==> src/design/rst_seq_pkg.sv <==
package rst_seq_pkg;

  // program counter and vectors
  localparam int PC_W = 21;
  localparam logic [PC_W-1:0] RESET_VECTOR = 21'h000000;
  localparam logic [PC_W-1:0] INT_VECTOR_HIGH = 21'h000008;
  localparam logic [PC_W-1:0] INT_VECTOR_LOW = 21'h000018;
  localparam logic [PC_W-1:0] PC_WAKE_STEP = 21'h000002;

  // reference clock
  localparam int CLK_PERIOD_NS = 10;

  // stage counter width, large enough for the lock delay in cycles
  localparam int CNT_W = 18;

  // power-up delay: 11-bit count of slow internal oscillator periods
  localparam int SLOW_OSC_PERIOD_NS = 32000;
  localparam int SLOW_OSC_CYCLES = SLOW_OSC_PERIOD_NS / CLK_PERIOD_NS;
  localparam logic [CNT_W-1:0] PWR_DELAY_TICKS = 18'h00800;

  // oscillator start-up: periods of the main oscillator
  localparam logic [CNT_W-1:0] OSC_STARTUP_PERIODS = 18'h00400;

  // pll lock delay, a least time, so rounded up
  localparam int PLL_LOCK_NS = 2000000;
  localparam int PLL_LOCK_CYCLES = (PLL_LOCK_NS + CLK_PERIOD_NS - 1) / CLK_PERIOD_NS;

  // brown-out configuration codes
  localparam logic [1:0] BROWNOUT_CFG_OFF = 2'h0;
  localparam logic [1:0] BROWNOUT_CFG_SW = 2'h1;
  localparam logic [1:0] BROWNOUT_CFG_NO_SLEEP = 2'h2;
  localparam logic [1:0] BROWNOUT_CFG_ON = 2'h3;

  typedef enum logic [3:0] {
    crystal_pll_osc_mode,
    high_speed_crystal_mode,
    crystal_osc_mode,
    low_power_crystal_mode,
    external_clock_mode,
    external_clock_io_mode,
    rc_osc_mode,
    rc_osc_io_mode,
    internal_osc_mode_a,
    internal_osc_mode_b
  } osc_mode_e;

  typedef enum logic [1:0] {
    PWR_FULL,
    PWR_RUN,
    PWR_IDLE,
    PWR_SLEEP
  } pwr_mode_e;

  typedef enum logic [2:0] {
    ST_HOLD,
    ST_PWR_DELAY,
    ST_OSC_STARTUP,
    ST_PLL_LOCK,
    ST_RUN
  } seq_state_e;

  // reset-cause and stack status flags
  typedef struct packed {
    logic reset_instr_flag;
    logic watchdog_timeout_flag;
    logic power_down_flag;
    logic power_on_flag;
    logic brown_out_flag;
    logic stack_full_flag;
    logic stack_underflow_flag;
  } cause_flags_s;

  // instr, timeout, power-down set; the rest cleared
  localparam cause_flags_s POR_FLAGS = 7'h70;

  // crystal, resonator and pll modes need the start-up count
  function automatic logic needs_startup(input osc_mode_e mode);
    return mode inside {crystal_pll_osc_mode, high_speed_crystal_mode,
                        crystal_osc_mode, low_power_crystal_mode};
  endfunction

  function automatic logic needs_pll(input osc_mode_e mode);
    return mode == crystal_pll_osc_mode;
  endfunction

  function automatic logic is_low_power(input pwr_mode_e mode);
    return mode inside {PWR_IDLE, PWR_SLEEP};
  endfunction

endpackage

==> src/design/reset_timeout_and_cause_flags.sv <==
`timescale 1ns/1ns
`default_nettype none
module reset_timeout_and_cause_flags
  import rst_seq_pkg::*;
#(
  parameter int SLOW_TICK_CYCLES = SLOW_OSC_CYCLES,
  parameter int PLL_CYCLES = PLL_LOCK_CYCLES
) (
  input wire logic I_REF_CLK,
  input wire logic I_SYS_RST,
  input wire osc_mode_e I_OSC_MODE,
  input wire logic I_POWER_DELAY_DISABLE_CFG,
  input wire logic I_STACK_ERROR_RESET_EN,
  input wire logic [1:0] I_BROWNOUT_MODE_CFG,
  input wire logic I_OSC_TICK,
  input wire logic I_EXTERNAL_RESET_PIN_N,
  input wire logic I_BROWNOUT_DETECT,
  input wire logic I_RESET_INSTR,
  input wire logic I_WATCHDOG_TIMEOUT,
  input wire logic I_STACK_FULL,
  input wire logic I_STACK_UNDERFLOW,
  input wire logic I_INT_WAKE,
  input wire pwr_mode_e I_PWR_MODE,
  input wire logic I_GLOBAL_INT_ENABLE_HIGH,
  input wire logic I_GLOBAL_INT_ENABLE_LOW,
  input wire logic [PC_W-1:0] I_PC,
  input wire logic I_FLAGS_WR,
  input wire cause_flags_s I_FLAGS_WDATA,
  input wire logic I_SW_BROWNOUT_WR,
  input wire logic I_SW_BROWNOUT_WDATA,
  input wire logic I_SCRATCH_WR,
  input wire logic [7:0] I_SCRATCH_WDATA,
  output logic O_CORE_RST,
  output logic O_CORE_STALL,
  output logic O_PC_LOAD,
  output logic [PC_W-1:0] O_PC_VALUE,
  output cause_flags_s O_CAUSE_FLAGS,
  output logic O_SW_BROWNOUT_ENABLE,
  output logic [7:0] O_SCRATCH
);

  // sequencer state
  seq_state_e state_ff; // current time-out stage
  seq_state_e nxt_state;
  logic seq_reset_ff; // stage holds core in reset, else only stalls
  logic nxt_seq_reset;

  // event tracking and status
  logic pin_q_ff; // pin level one cycle ago, for edge detect
  logic nxt_pin_q;
  logic brownout_q_ff; // brown-out level one cycle ago
  logic nxt_brownout_q;
  cause_flags_s flags_ff; // reset-cause and stack flags
  cause_flags_s nxt_flags;
  logic [PC_W-1:0] pc_ff; // vector handed to the core
  logic [PC_W-1:0] nxt_pc;
  logic pc_load_ff; // one-cycle load strobe
  logic nxt_pc_load;
  logic rst_pulse_ff; // one-cycle core reset for event resets
  logic nxt_rst_pulse;
  logic sw_brownout_ff; // software brown-out enable store
  logic nxt_sw_brownout;
  logic wake_req; // wake from low power, no reset

  // register without a reset value
  logic [7:0] scratch_ff;
  logic [7:0] nxt_scratch;

  // counter control
  logic stage_start; // load stage counter this cycle
  logic [CNT_W-1:0] stage_load;
  logic stage_tick; // count enable for the running stage
  logic stage_expired;
  logic slow_tick; // slow internal oscillator period strobe

  // derived conditions
  logic brownout_active; // detector gated by its configuration
  logic pin_fall; // external reset pin just went low
  logic low_power; // idle or sleep

  assign low_power = is_low_power(I_PWR_MODE);
  assign pin_fall = pin_q_ff && !I_EXTERNAL_RESET_PIN_N;

  // brown-out gating follows the configuration code
  always_comb begin
    unique case (I_BROWNOUT_MODE_CFG)
      BROWNOUT_CFG_OFF: brownout_active = 1'b0;
      BROWNOUT_CFG_SW: brownout_active = I_BROWNOUT_DETECT && sw_brownout_ff;
      BROWNOUT_CFG_NO_SLEEP: brownout_active = I_BROWNOUT_DETECT && I_PWR_MODE != PWR_SLEEP;
      BROWNOUT_CFG_ON: brownout_active = I_BROWNOUT_DETECT;
    endcase
  end

  // slow oscillator stand-in; restarted with each stage for whole periods
  tick_divider #(
    .PERIOD(SLOW_TICK_CYCLES)
  ) u_slow_tick (
    .i_clk(I_REF_CLK),
    .i_rst(I_SYS_RST),
    .i_clear(stage_start),
    .o_tick(slow_tick)
  );

  // one counter shared by all stages, since they never overlap
  stage_counter u_stage (
    .i_clk(I_REF_CLK),
    .i_rst(I_SYS_RST),
    .i_start(stage_start),
    .i_load(stage_load),
    .i_tick(stage_tick),
    .o_expired(stage_expired)
  );

  // tick source follows the stage being timed
  always_comb begin
    unique case (state_ff)
      ST_PWR_DELAY: stage_tick = slow_tick;
      ST_OSC_STARTUP: stage_tick = I_OSC_TICK;
      ST_PLL_LOCK: stage_tick = 1'b1;
      default: stage_tick = 1'b0;
    endcase
  end

  // sequencer next state; the pin never enters here, so
  // the stages may finish while it is still low
  always_comb begin
    nxt_state = state_ff;
    nxt_seq_reset = seq_reset_ff;
    stage_start = 1'b0;
    stage_load = '0;
    if (brownout_active) begin
      // brown-out restarts the whole power-up sequence
      nxt_state = ST_HOLD;
      nxt_seq_reset = 1'b1;
    end else begin
      unique case (state_ff)
        ST_HOLD: begin
          stage_start = 1'b1;
          if (!I_POWER_DELAY_DISABLE_CFG) begin
            nxt_state = ST_PWR_DELAY;
            stage_load = PWR_DELAY_TICKS;
          end else if (needs_startup(I_OSC_MODE)) begin
            nxt_state = ST_OSC_STARTUP;
            stage_load = OSC_STARTUP_PERIODS;
          end else begin
            // no stage applies: release straight away
            nxt_state = ST_RUN;
            stage_start = 1'b0;
          end
        end
        ST_PWR_DELAY: begin
          if (stage_expired) begin
            if (needs_startup(I_OSC_MODE)) begin
              nxt_state = ST_OSC_STARTUP;
              stage_start = 1'b1;
              stage_load = OSC_STARTUP_PERIODS;
            end else begin
              nxt_state = ST_RUN;
            end
          end
        end
        ST_OSC_STARTUP: begin
          if (stage_expired) begin
            if (needs_pll(I_OSC_MODE)) begin
              nxt_state = ST_PLL_LOCK;
              stage_start = 1'b1;
              stage_load = CNT_W'(PLL_CYCLES);
            end else begin
              nxt_state = ST_RUN;
            end
          end
        end
        ST_PLL_LOCK: begin
          if (stage_expired) begin
            nxt_state = ST_RUN;
          end
        end
        ST_RUN: begin
          // leaving low power re-times the crystal, core only stalls
          if (wake_req && needs_startup(I_OSC_MODE)) begin
            nxt_state = ST_OSC_STARTUP;
            nxt_seq_reset = 1'b0;
            stage_start = 1'b1;
            stage_load = OSC_STARTUP_PERIODS;
          end else begin
            nxt_seq_reset = 1'b0;
          end
        end
        default: begin
          nxt_state = ST_HOLD;
          nxt_seq_reset = 1'b1;
        end
      endcase
    end
  end

  // async reset is the end of the power-on pulse
  always_ff @(posedge I_REF_CLK or posedge I_SYS_RST) begin
    if (I_SYS_RST) begin
      state_ff <= ST_HOLD;
      seq_reset_ff <= 1'b1;
    end else begin
      state_ff <= nxt_state;
      seq_reset_ff <= nxt_seq_reset;
    end
  end

  // event decode: software writes first, hardware events after,
  // so an event in the cycle of a clear still lands.
  // priority: brown-out, pin, watchdog, stack, instr, interrupt.
  always_comb begin
    nxt_pin_q = I_EXTERNAL_RESET_PIN_N;
    nxt_brownout_q = brownout_active;
    nxt_flags = flags_ff;
    nxt_pc = pc_ff;
    nxt_pc_load = 1'b0;
    nxt_rst_pulse = 1'b0;
    wake_req = 1'b0;
    nxt_sw_brownout = sw_brownout_ff;
    if (I_FLAGS_WR) begin
      nxt_flags = I_FLAGS_WDATA;
    end
    if (I_SW_BROWNOUT_WR) begin
      nxt_sw_brownout = I_SW_BROWNOUT_WDATA;
    end
    if (brownout_active && !brownout_q_ff) begin
      nxt_flags.reset_instr_flag = 1'b1;
      nxt_flags.watchdog_timeout_flag = 1'b1;
      nxt_flags.power_down_flag = 1'b1;
      nxt_flags.brown_out_flag = 1'b0;
      nxt_rst_pulse = 1'b1;
    end else if (pin_fall) begin
      nxt_rst_pulse = 1'b1;
      unique case (I_PWR_MODE)
        PWR_FULL: ;
        PWR_RUN: nxt_flags.watchdog_timeout_flag = 1'b1;
        PWR_IDLE, PWR_SLEEP: begin
          nxt_flags.watchdog_timeout_flag = 1'b1;
          nxt_flags.power_down_flag = 1'b0;
        end
      endcase
    end else if (I_WATCHDOG_TIMEOUT) begin
      nxt_flags.watchdog_timeout_flag = 1'b0;
      if (low_power) begin
        // wake, not reset: registers keep their contents
        nxt_flags.power_down_flag = 1'b0;
        wake_req = 1'b1;
      end else begin
        nxt_rst_pulse = 1'b1;
      end
    end else if (I_STACK_FULL && I_STACK_ERROR_RESET_EN) begin
      nxt_flags.stack_full_flag = 1'b1;
      nxt_rst_pulse = 1'b1;
    end else if (I_STACK_UNDERFLOW) begin
      nxt_flags.stack_underflow_flag = 1'b1;
      nxt_rst_pulse = I_STACK_ERROR_RESET_EN;
    end else if (I_RESET_INSTR) begin
      nxt_flags.reset_instr_flag = 1'b0;
      nxt_rst_pulse = 1'b1;
    end else if (I_INT_WAKE && low_power) begin
      nxt_flags.power_down_flag = 1'b0;
      wake_req = 1'b1;
    end
    // vector choice, made in the detection cycle, presented with the load strobe the cycle after
    if (nxt_rst_pulse) begin
      nxt_pc = RESET_VECTOR;
      nxt_pc_load = 1'b1;
      // enable survives only in software brown-out mode
      if (I_BROWNOUT_MODE_CFG != BROWNOUT_CFG_SW) begin
        nxt_sw_brownout = 1'b0;
      end
    end else if (wake_req) begin
      nxt_pc_load = 1'b1;
      if (I_INT_WAKE && I_GLOBAL_INT_ENABLE_HIGH) begin
        nxt_pc = INT_VECTOR_HIGH;
      end else if (I_INT_WAKE && I_GLOBAL_INT_ENABLE_LOW) begin
        nxt_pc = INT_VECTOR_LOW;
      end else begin
        nxt_pc = I_PC + PC_WAKE_STEP;
      end
    end
  end

  // power-on values are constants; the cause pattern is fixed
  always_ff @(posedge I_REF_CLK or posedge I_SYS_RST) begin
    if (I_SYS_RST) begin
      pin_q_ff <= 1'b0; // a pin held low through power-on is no fall
      brownout_q_ff <= 1'b0;
      flags_ff <= POR_FLAGS;
      pc_ff <= RESET_VECTOR;
      pc_load_ff <= 1'b0;
      rst_pulse_ff <= 1'b0;
      sw_brownout_ff <= 1'b1;
    end else begin
      pin_q_ff <= nxt_pin_q;
      brownout_q_ff <= nxt_brownout_q;
      flags_ff <= nxt_flags;
      pc_ff <= nxt_pc;
      pc_load_ff <= nxt_pc_load;
      rst_pulse_ff <= nxt_rst_pulse;
      sw_brownout_ff <= nxt_sw_brownout;
    end
  end

  // scratch storage with no reset value
  always_comb begin
    nxt_scratch = I_SCRATCH_WR ? I_SCRATCH_WDATA : scratch_ff;
  end

  // left out of the reset on purpose: unknown at power-on, kept after
  always_ff @(posedge I_REF_CLK) begin
    scratch_ff <= nxt_scratch;
  end

  // combinational release so a rising pin starts code with no delay
  assign O_CORE_RST = (state_ff != ST_RUN && seq_reset_ff)
                      || !I_EXTERNAL_RESET_PIN_N
                      || rst_pulse_ff;
  assign O_CORE_STALL = state_ff != ST_RUN && !seq_reset_ff;
  assign O_PC_LOAD = pc_load_ff;
  assign O_PC_VALUE = pc_ff;
  assign O_CAUSE_FLAGS = flags_ff;
  // reads as zero outside software brown-out mode
  assign O_SW_BROWNOUT_ENABLE = sw_brownout_ff && I_BROWNOUT_MODE_CFG == BROWNOUT_CFG_SW;
  assign O_SCRATCH = scratch_ff;

endmodule
`default_nettype wire

==> src/design/stage_counter.sv <==
`timescale 1ns/1ns
`default_nettype none
module stage_counter
  import rst_seq_pkg::*;
(
  input wire logic i_clk,
  input wire logic i_rst,
  input wire logic i_start,
  input wire logic [CNT_W-1:0] i_load,
  input wire logic i_tick,
  output logic o_expired
);

  logic [CNT_W-1:0] cnt_ff; // ticks left in the stage
  logic [CNT_W-1:0] nxt_cnt;

  // load on start, count down on each tick, stop at zero
  always_comb begin
    if (i_start) begin
      nxt_cnt = i_load;
    end else if (i_tick && cnt_ff != '0) begin
      nxt_cnt = cnt_ff - 1'b1;
    end else begin
      nxt_cnt = cnt_ff;
    end
  end

  always_ff @(posedge i_clk or posedge i_rst) begin
    if (i_rst) begin
      cnt_ff <= '0;
    end else begin
      cnt_ff <= nxt_cnt;
    end
  end

  // a fresh load is never zero, so no false expiry on entry
  assign o_expired = (cnt_ff == '0);

endmodule
`default_nettype wire

==> src/design/tick_divider.sv <==
`timescale 1ns/1ns
`default_nettype none
module tick_divider
  import rst_seq_pkg::*;
#(
  parameter int PERIOD = SLOW_OSC_CYCLES
) (
  input wire logic i_clk,
  input wire logic i_rst,
  input wire logic i_clear,
  output logic o_tick
);

  logic [CNT_W-1:0] cnt_ff; // cycles left in this period
  logic [CNT_W-1:0] nxt_cnt;

  // reload on clear or wrap so every period is whole
  always_comb begin
    if (i_clear || cnt_ff == '0) begin
      nxt_cnt = CNT_W'(PERIOD - 1);
    end else begin
      nxt_cnt = cnt_ff - 1'b1;
    end
  end

  always_ff @(posedge i_clk or posedge i_rst) begin
    if (i_rst) begin
      cnt_ff <= '0;
    end else begin
      cnt_ff <= nxt_cnt;
    end
  end

  // one-cycle enable at the end of each period
  assign o_tick = (cnt_ff == '0) && !i_clear;

endmodule
`default_nettype wire

==> config.mk <==
export PLATFORM = sky130hd
export DESIGN_NAME = reset_timeout_and_cause_flags
export DESIGN_NICKNAME = d
export VERILOG_FILES = /design/src/design/rst_seq_pkg.sv /design/src/design/reset_timeout_and_cause_flags.sv /design/src/design/stage_counter.sv /design/src/design/tick_divider.sv
export SDC_FILE = /design/constraint.sdc
export NUM_CORES = 1
export LEC_CHECK = 0
export BUFFER_PORTS_ARGS = -buffer_cell sky130_fd_sc_hd__buf_4
export CELL_PAD_IN_SITES_DETAIL_PLACEMENT = 2
export CELL_PAD_IN_SITES_GLOBAL_PLACEMENT = 2
export CORE_UTILIZATION = 34
export DETAILED_ROUTE_END_ITERATION = 10
export PLACE_DENSITY = 0.77
export SYNTH_ARGS = -nofsm -noshare
export SYNTH_HDL_FRONTEND = slang
export SYNTH_HIERARCHICAL = 1
export SYNTH_SLANG_ARGS = --single-unit
export TNS_END_PERCENT = 10
==> constraint.sdc <==
create_clock -name I_REF_CLK -period 5.1 [get_ports I_REF_CLK]
set_clock_uncertainty 0.05 [all_clocks]
set_input_delay 1.02 -clock I_REF_CLK [delete_from_list [all_inputs] [get_ports I_REF_CLK]]
set_output_delay 1.02 -clock I_REF_CLK [all_outputs]
set_load 0.005 [all_outputs]
== Word-level counts from Yosys, hierarchy flattened ==
Index checks and enable logic that the tools add are counted.

* $add $sub $neg: 3
* Equality and inequality tests: 21
* Mux-type cells: 80
* Reduce and logical (&&, ||, !) cells: 36

{| class="wikitable"
|+ Operators by type and width
! cell !! number
|-
| $mux W18 || 7
|-
| $mux W21 || 4
|-
| $pmux W18 S4 || 1
|-
| $mux W1 || 46
|-
| $logic_not A18 Y1 || 2
|-
| $sub A18 B1 Y18 const B || 2
|-
| $mux W3 || 9
|-
| $mux W11 || 2
|-
| $add A21 B2 Y21 const B || 1
|-
| $reduce_bool A18 Y1 || 1
|-
| $ne A3 B3 Y1 const B || 5
|-
| $pmux W3 S5 || 1
|-
| $logic_and A1 B1 Y1 || 14
|-
| $mux W12 || 1
|-
| $eq A2 B2 Y1 const B || 4
|-
| $eq A4 B2 Y1 const B || 2
|-
| $mux W2 || 4
|-
| $pmux W1 S4 || 2
|-
| $reduce_bool A2 Y1 || 4
|-
| $mux W7 || 1
|-
| $eq A3 B2 Y1 const B || 2
|-
| $eq A2 B1 Y1 const B || 2
|-
| $eq A4 B1 Y1 const B || 1
|-
| $logic_not A1 Y1 || 4
|-
| 15 further kinds || 18
|}

* Flip-flop bits (word level): 81
* Input bits: 62
* Output and inout bits: 40
* Word-level logic and storage cells: 158

== Longest topological paths before layout ==
* Depth in word-level cells: 20
* Depth in mapped cells: 18
* Mapped depth without buffers: 17

== Hierarchy ==
The synthesis kept the hierarchy.

{| class="wikitable"
|+ By module, submodules not included
! module !! times used !! cells each !! area each (um2) !! seq. area each (um2)
|-
| reset_timeout_and_cause_flags || 1 || 264 || 2570.0 || 1172.4
|-
| stage_counter || 1 || 143 || 1237.4 || 450.4
|-
| tick_divider || 1 || 91 || 943.4 || 450.4
|}

== Least setup slack after synthesis ==
Ideal clock, no wire load.

* Path kind: input -> register
* From: input I_BROWNOUT_MODE_CFG[0]
* To: register u_stage.cnt_ff[15]
* Library setup time: 0.082 ns
* Arrival: 3.944 ns
* Data required time: 4.968 ns
* Path slack: 1.024 ns
* Cell stages on the path: 16
* Path buffers: 2
* Path through: inv_1 > ha_1 > and3_1 > o21bai_1 > and3b_1 > buf_2 > a21oi_1 > inv_1 > and4_1 > o21ai_0 > a21oi_1 > buf_2 > or3b_2 > nor4_2 > or4b_1 > a31oi_1

* Word-level cells in the longest chain between the ends: 13
* Elaborated cells between the ends (all ways): 18
* Those cells by class: 3 x eq/ne; 8 x mux; 7 x reduce/logical

{| class="wikitable"
|+ Ends and longest elaborated chain
! element !! RTL line !! RTL
|-
| from (decl) || reset_timeout_and_cause_flags.sv:14 || <nowiki>input wire logic [1:0] I_BROWNOUT_MODE_CFG,</nowiki>
|-
| $eq A2 B2 Y1, or another cell as far along || reset_timeout_and_cause_flags.sv:86 || <nowiki>unique case (I_BROWNOUT_MODE_CFG)</nowiki>
|-
| $pmux W1 S4 (*) || reset_timeout_and_cause_flags.sv:86 ||
|-
| named net brownout_active || reset_timeout_and_cause_flags.sv:77 || <nowiki>logic brownout_active;</nowiki>
|-
| $logic_and A1 B1 Y1 || reset_timeout_and_cause_flags.sv:226 || <nowiki>if (brownout_active && !brownout_q_ff) begin</nowiki>
|-
| $mux W1 || reset_timeout_and_cause_flags.sv:226 ||
|-
| $logic_and A1 B1 Y1 || reset_timeout_and_cause_flags.sv:180 || <nowiki>if (wake_req && needs_startup(I_OSC_MODE)) begin</nowiki>
|-
| $mux W1 || reset_timeout_and_cause_flags.sv:180 ||
|-
| $pmux W1 S4 || reset_timeout_and_cause_flags.sv:136 || <nowiki>unique case (state_ff)</nowiki>
|-
| $mux W1 (*) || reset_timeout_and_cause_flags.sv:131 || <nowiki>if (brownout_active) begin</nowiki>
|-
| named net stage_start || reset_timeout_and_cause_flags.sv:70 || <nowiki>logic stage_start;</nowiki>
|-
| $logic_not A1 Y1 (*) || tick_divider.sv:35 || <nowiki>assign o_tick = (cnt_ff == '0) && !i_clear;</nowiki>
|-
| $logic_and A1 B1 Y1 (*) || tick_divider.sv:35 ||
|-
| named net slow_tick || reset_timeout_and_cause_flags.sv:74 || <nowiki>logic slow_tick;</nowiki>
|-
| $pmux W1 S3 (*) || reset_timeout_and_cause_flags.sv:116 || <nowiki>unique case (state_ff)</nowiki>
|-
| named net stage_tick || reset_timeout_and_cause_flags.sv:72 || <nowiki>logic stage_tick;</nowiki>
|-
| $logic_and A1 B1 Y1 (*) || stage_counter.sv:21 || <nowiki>end else if (i_tick && cnt_ff != '0) begin</nowiki>
|-
| $reduce_bool A2 Y1 (no line) (*) || -- ||
|-
| to (signal assigned) || stage_counter.sv:32 || <nowiki>cnt_ff <= nxt_cnt;</nowiki>
|-
| to (decl) || stage_counter.sv:14 || <nowiki>logic [CNT_W-1:0] cnt_ff;</nowiki>
|}

Mark *: on every way through the listed nets, which the timed path passes. The rest lies on a longest branch.
A chain may end at the register's enable or synchronous reset.

== Final worst setup path ==
* From: register u_stage.cnt_ff[6]
* To: register u_stage.cnt_ff[5]

* Word-level cells in the longest chain between the ends: 9
* Elaborated cells between the ends (all ways): 16
* Those cells by class: 10 x mux; 6 x reduce/logical

{| class="wikitable"
|+ Ends and longest elaborated chain
! element !! RTL line !! RTL
|-
| $logic_not A18 Y1 (*) || stage_counter.sv:37 || <nowiki>assign o_expired = (cnt_ff == '0);</nowiki>
|-
| named net stage_expired || reset_timeout_and_cause_flags.sv:73 || <nowiki>logic stage_expired;</nowiki>
|-
| $mux W1 (on tied branches) || reset_timeout_and_cause_flags.sv:163, reset_timeout_and_cause_flags.sv:152 ||
|-
| $pmux W1 S4 (*) || reset_timeout_and_cause_flags.sv:136 ||
|-
| $mux W1 (*) || reset_timeout_and_cause_flags.sv:131 ||
|-
| named net stage_start || reset_timeout_and_cause_flags.sv:70 ||
|-
| $logic_not A1 Y1 (*) || tick_divider.sv:35 ||
|-
| $logic_and A1 B1 Y1 (*) || tick_divider.sv:35 ||
|-
| named net slow_tick || reset_timeout_and_cause_flags.sv:74 ||
|-
| $pmux W1 S3 (*) || reset_timeout_and_cause_flags.sv:116 ||
|-
| named net stage_tick || reset_timeout_and_cause_flags.sv:72 ||
|-
| $logic_and A1 B1 Y1 (*) || stage_counter.sv:21 ||
|-
| $reduce_bool A2 Y1 (no line) (*) || -- ||
|}

Marks and branches as above.

==> flow_metrics.py <==
metrics = {
    "routing": {
        "routed-wl-met3_um": 725,
        "first_pass_iters": 4,
        "antenna_left": 0,
        "drc_errors": 0,
        "wl_met1_um": 6660,
        "num_vias": 4425,
        "wl_met2_um": 7570,
        "finalWirelength_um": 15300,
        "top_layer_used": "met4",
        "drtIter0Drc": 145,
        "route.detailed.wl_per_inst_um": 19.5,
        "via_per_inst": 5.64,
    },
    "finish": {
        "diodes": 0,
        "areaGrowthSynthToFinish_pct": 26.1,
        "drive_gt1_share_pct": 25.9,
        "num-nets-final": 673,
    },
    "floorplan": {
        "rows": 42,
        "die_h_um": 120,
        "die_area_um2": 14400,
        "initial_core_util_pct": 35.3,
        "pin_count": 102,
        "dieWidth_um": 120,
        "core_um2": 13500,
    },
    "critical_path": {
        "critical_path_buf_inv_count": 2,
        "crit_chain": "or4_1 > or2_1 > nor3_1 > nor3b_1 > a221oi_1 > or2_1 > a21oi_1 > inv_1 > and4_1 > o21ai_0 > a21oi_1 > buf_4 > nor3b_1 > nand2_1 > a2111oi_0 > a221o_1",
        "crit_slowest_cell": "or4_1",
        "startpoint": "u_stage/cnt_ff[6]$_DFFE_PP0P_",
        "r2r_slack_ps": 630,
        "start_kind": "register",
        "arrival_ps": 4650,
        "critical_path_class": "register to register",
        "critPathMaxFanout": 12,
        "critPathMaxStageDelay_ps": 650,
        "regToRegStartpoint": "u_stage/cnt_ff[6]$_DFFE_PP0P_",
        "rr_endpoint": "u_stage/cnt_ff[5]$_DFFE_PP0P_",
        "critical_path_required_ps": 5280,
        "end_kind": "register",
        "r2r_cells": 16,
        "crit_family": "simple AND/OR/NAND/NOR gates",
    },
    "sta": {
        "tightest_slew_ps": 1030,
        "final.period_utilization_pct": 87.6,
        "min_period_ps": 4470,
        "holdWs_ps": 463,
        "rsz0062_at_grt": "no",
        "finalSetupViolCount": 0,
        "final_hold_viol_count": 0,
        "relSlewSlack_pct": 31.0,
        "tns_ps": 0,
        "maxSlewViolCount": 0,
        "fmax_ghz": 0.224,
    },
    "power_and_ir_drop": {
        "leakage_uw": 0.00246,
        "ir_worst_vdd_mv": 0.156,
        "power_density_nw_per_um2": 378,
    },
    "global_route": {
        "grt_pass1_vias": 4921,
        "grt_pass1_wl_um": 25700,
        "grt_max_degree": 38,
        "antenna_found_initial": 0,
        "track_usage_pct": 22.7,
        "grt.overflow.total": 0,
    },
    "synthesis": {
        "syn_inst": 498,
        "synthTopCellsByCount": "dfrtp_1, nor2_1, nand2_1",
        "synth_top_area_share_pct": 35.8,
        "ys.flop_type": "dfrtp_1",
        "synth_edf_count": 8,
        "netlist_area_um2": 4750,
        "syn_area_per_cell_um2": 9.54,
        "yosys_warnings": 6,
        "yosys.area.top_type": "dfrtp_1",
        "synth.most_common_cell": "dfrtp_1",
        "yosysUniqueCellTypes": 81,
        "ys_seq_area_share_pct": 43.6,
        "ys_top_cells_by_area": "dfrtp_1, edfxtp_1, nor2_1",
        "async_flop_share_pct": 90.1,
        "synth-seq-cells": 81,
    },
    "clock_network": {
        "post_cts_resized": 0,
        "path_clk_slew_ps": 60,
        "cts-hold-fix-buffers": 0,
        "cts.sinks": 81,
        "htreeDepth": 3,
        "cts_buffers": 9,
        "clock_latency_ps": 350,
        "clockBufferDepth": 2,
        "cts_tree": "built",
        "post_cts_buffers": 0,
        "root_buffer": "clkbuf_16",
    },
    "worst_hold_path": {
        "holdPathEnd": "O_CAUSE_FLAGS[0]$_DFF_PP0_",
        "holdCritStartpoint": "O_CAUSE_FLAGS[0]$_DFF_PP0_",
        "hold_depth": 2,
        "hp-class": "register to register",
    },
    "outcome": {
        "status": "completed",
    },
    "run": {
        "cap_violations": 0,
    },
    "placed_design": {
        "dp.final_hpwl_um": 11200,
        "gp_congestion": 0.781,
        "io_buffer_count": 101,
    },
}
[power by group]
group          total, uW  internal, uW  switching (uW)
Clock                682           409             273
Combinational        666           278             388
Sequential           918           768             150
[logic make-up after synthesis]
logic type | synth area share [%]
adders and majority gates | 1.84
xor gates and xnor gates | 3.50
DFF | 43.6
AOI/OAI and AO/OA | 17.8
and+or+nand+nor | 27.4
other | 0.0789
buffers and inverters | 4.00
muxes | 1.74
[routing by layer]
layer  global-route usage [%]  up-vias
li1                         -     2067
met1                     27.6     2231
met2                     38.8      102
met3                     5.09       25
met4                     9.30        0
met5                        0        -
[flip-flops by register name (all words and copies together), names as in the netlist]
register and cells:
state_ff 3, pin_q_ff 1, u_slow_tick/cnt_ff 18, brownout_q_ff 1, u_stage/cnt_ff 18, rst_pulse_ff 1
O_PC_VALUE 21, O_SCRATCH 8, O_PC_LOAD 1, seq_reset_ff 1, O_CAUSE_FLAGS 7, sw_brownout_ff 1
[stage by stage]
stage / utilization (%) / total power (uW) / setup slack (ps) / instance area (um^2) / cells
floorplan: - / 1340 / 1020 / 4790 / 509
detailed placement: 42.3 / 1590 / 601 / 5690 / 769
finish: 44.5 / 2270 / 634 / 5990 / 785
global route: 44.5 / 2410 / 259 / 5990 / 785
global placement: 42.3 / 1540 / 848 / 5690 / 769
CTS: 44.5 / 2290 / 618 / 5990 / 785
[layout make-up]
| class | instances | area, um^2 |
|---|---|---|
| timing repair buffer | 107 | 803 |
| multi-input combinational | 389 | 2530 |
| sequential | 81 | 2070 |
| clock buffer | 12 | 258 |
| inverter | 16 | 60.1 |
| tap | 176 | 220 |
| clock inverter | 4 | 48.8 |
| fill | 1475 | 7460 |
[worst max path at each step]
stage / endpoint / slack, ps / cells past startpoint
after global placement: u_stage/cnt_ff[15]$_DFFE_PP0P_ / 850 / 16
final: u_stage/cnt_ff[5]$_DFFE_PP0P_ / 630 / 16
after floorplan: u_stage/cnt_ff[15]$_DFFE_PP0P_ / 1020 / 16
after detailed placement: u_stage/cnt_ff[15]$_DFFE_PP0P_ / 600 / 16
after CTS: u_stage/cnt_ff[5]$_DFFE_PP0P_ / 620 / 16
after global routing: u_stage/cnt_ff[5]$_DFFE_PP0P_ / 260 / 16
[placed cells by master, fill, tap and decap left out, drive strengths merged, types with 4 or more instances in the layout]
cell type    n
o31ai        4
nand3       16
edfxtp       8
nand4       12
nor2        50
clkbuf      12
and3         5
or4         11
a22oi       11
o31a         4
xor2         6
dfrtp       68
o21ai       26
nor2b        4
conb        12
ha           7
nor4        13
o41ai        5
o211ai       5
or2          5
xnor2       13
a31oi       11
nand4b       4
dfstp        5
nand2b       5
nand3b       4
nor3        16
inv         16
a21oi       24
mux2i        6
nand2       46
buf        107
nor3b        5
and4         4
and2         6
or3          8
[worst reg2reg max path, cell delays in order, from the launching register on]
cell and delay (ps):
dfrtp_1 410, or4_1 650, or2_1 420, nor3_1 640
nor3b_1 260, a221oi_1 70, or2_1 250, a21oi_1 190
inv_1 120, and4_1 160, o21ai_0 140, a21oi_1 80
buf_4 180, nor3b_1 170, nand2_1 180, a2111oi_0 90
a221o_1 300
Note: power is estimated with default switching activity, not from simulation.
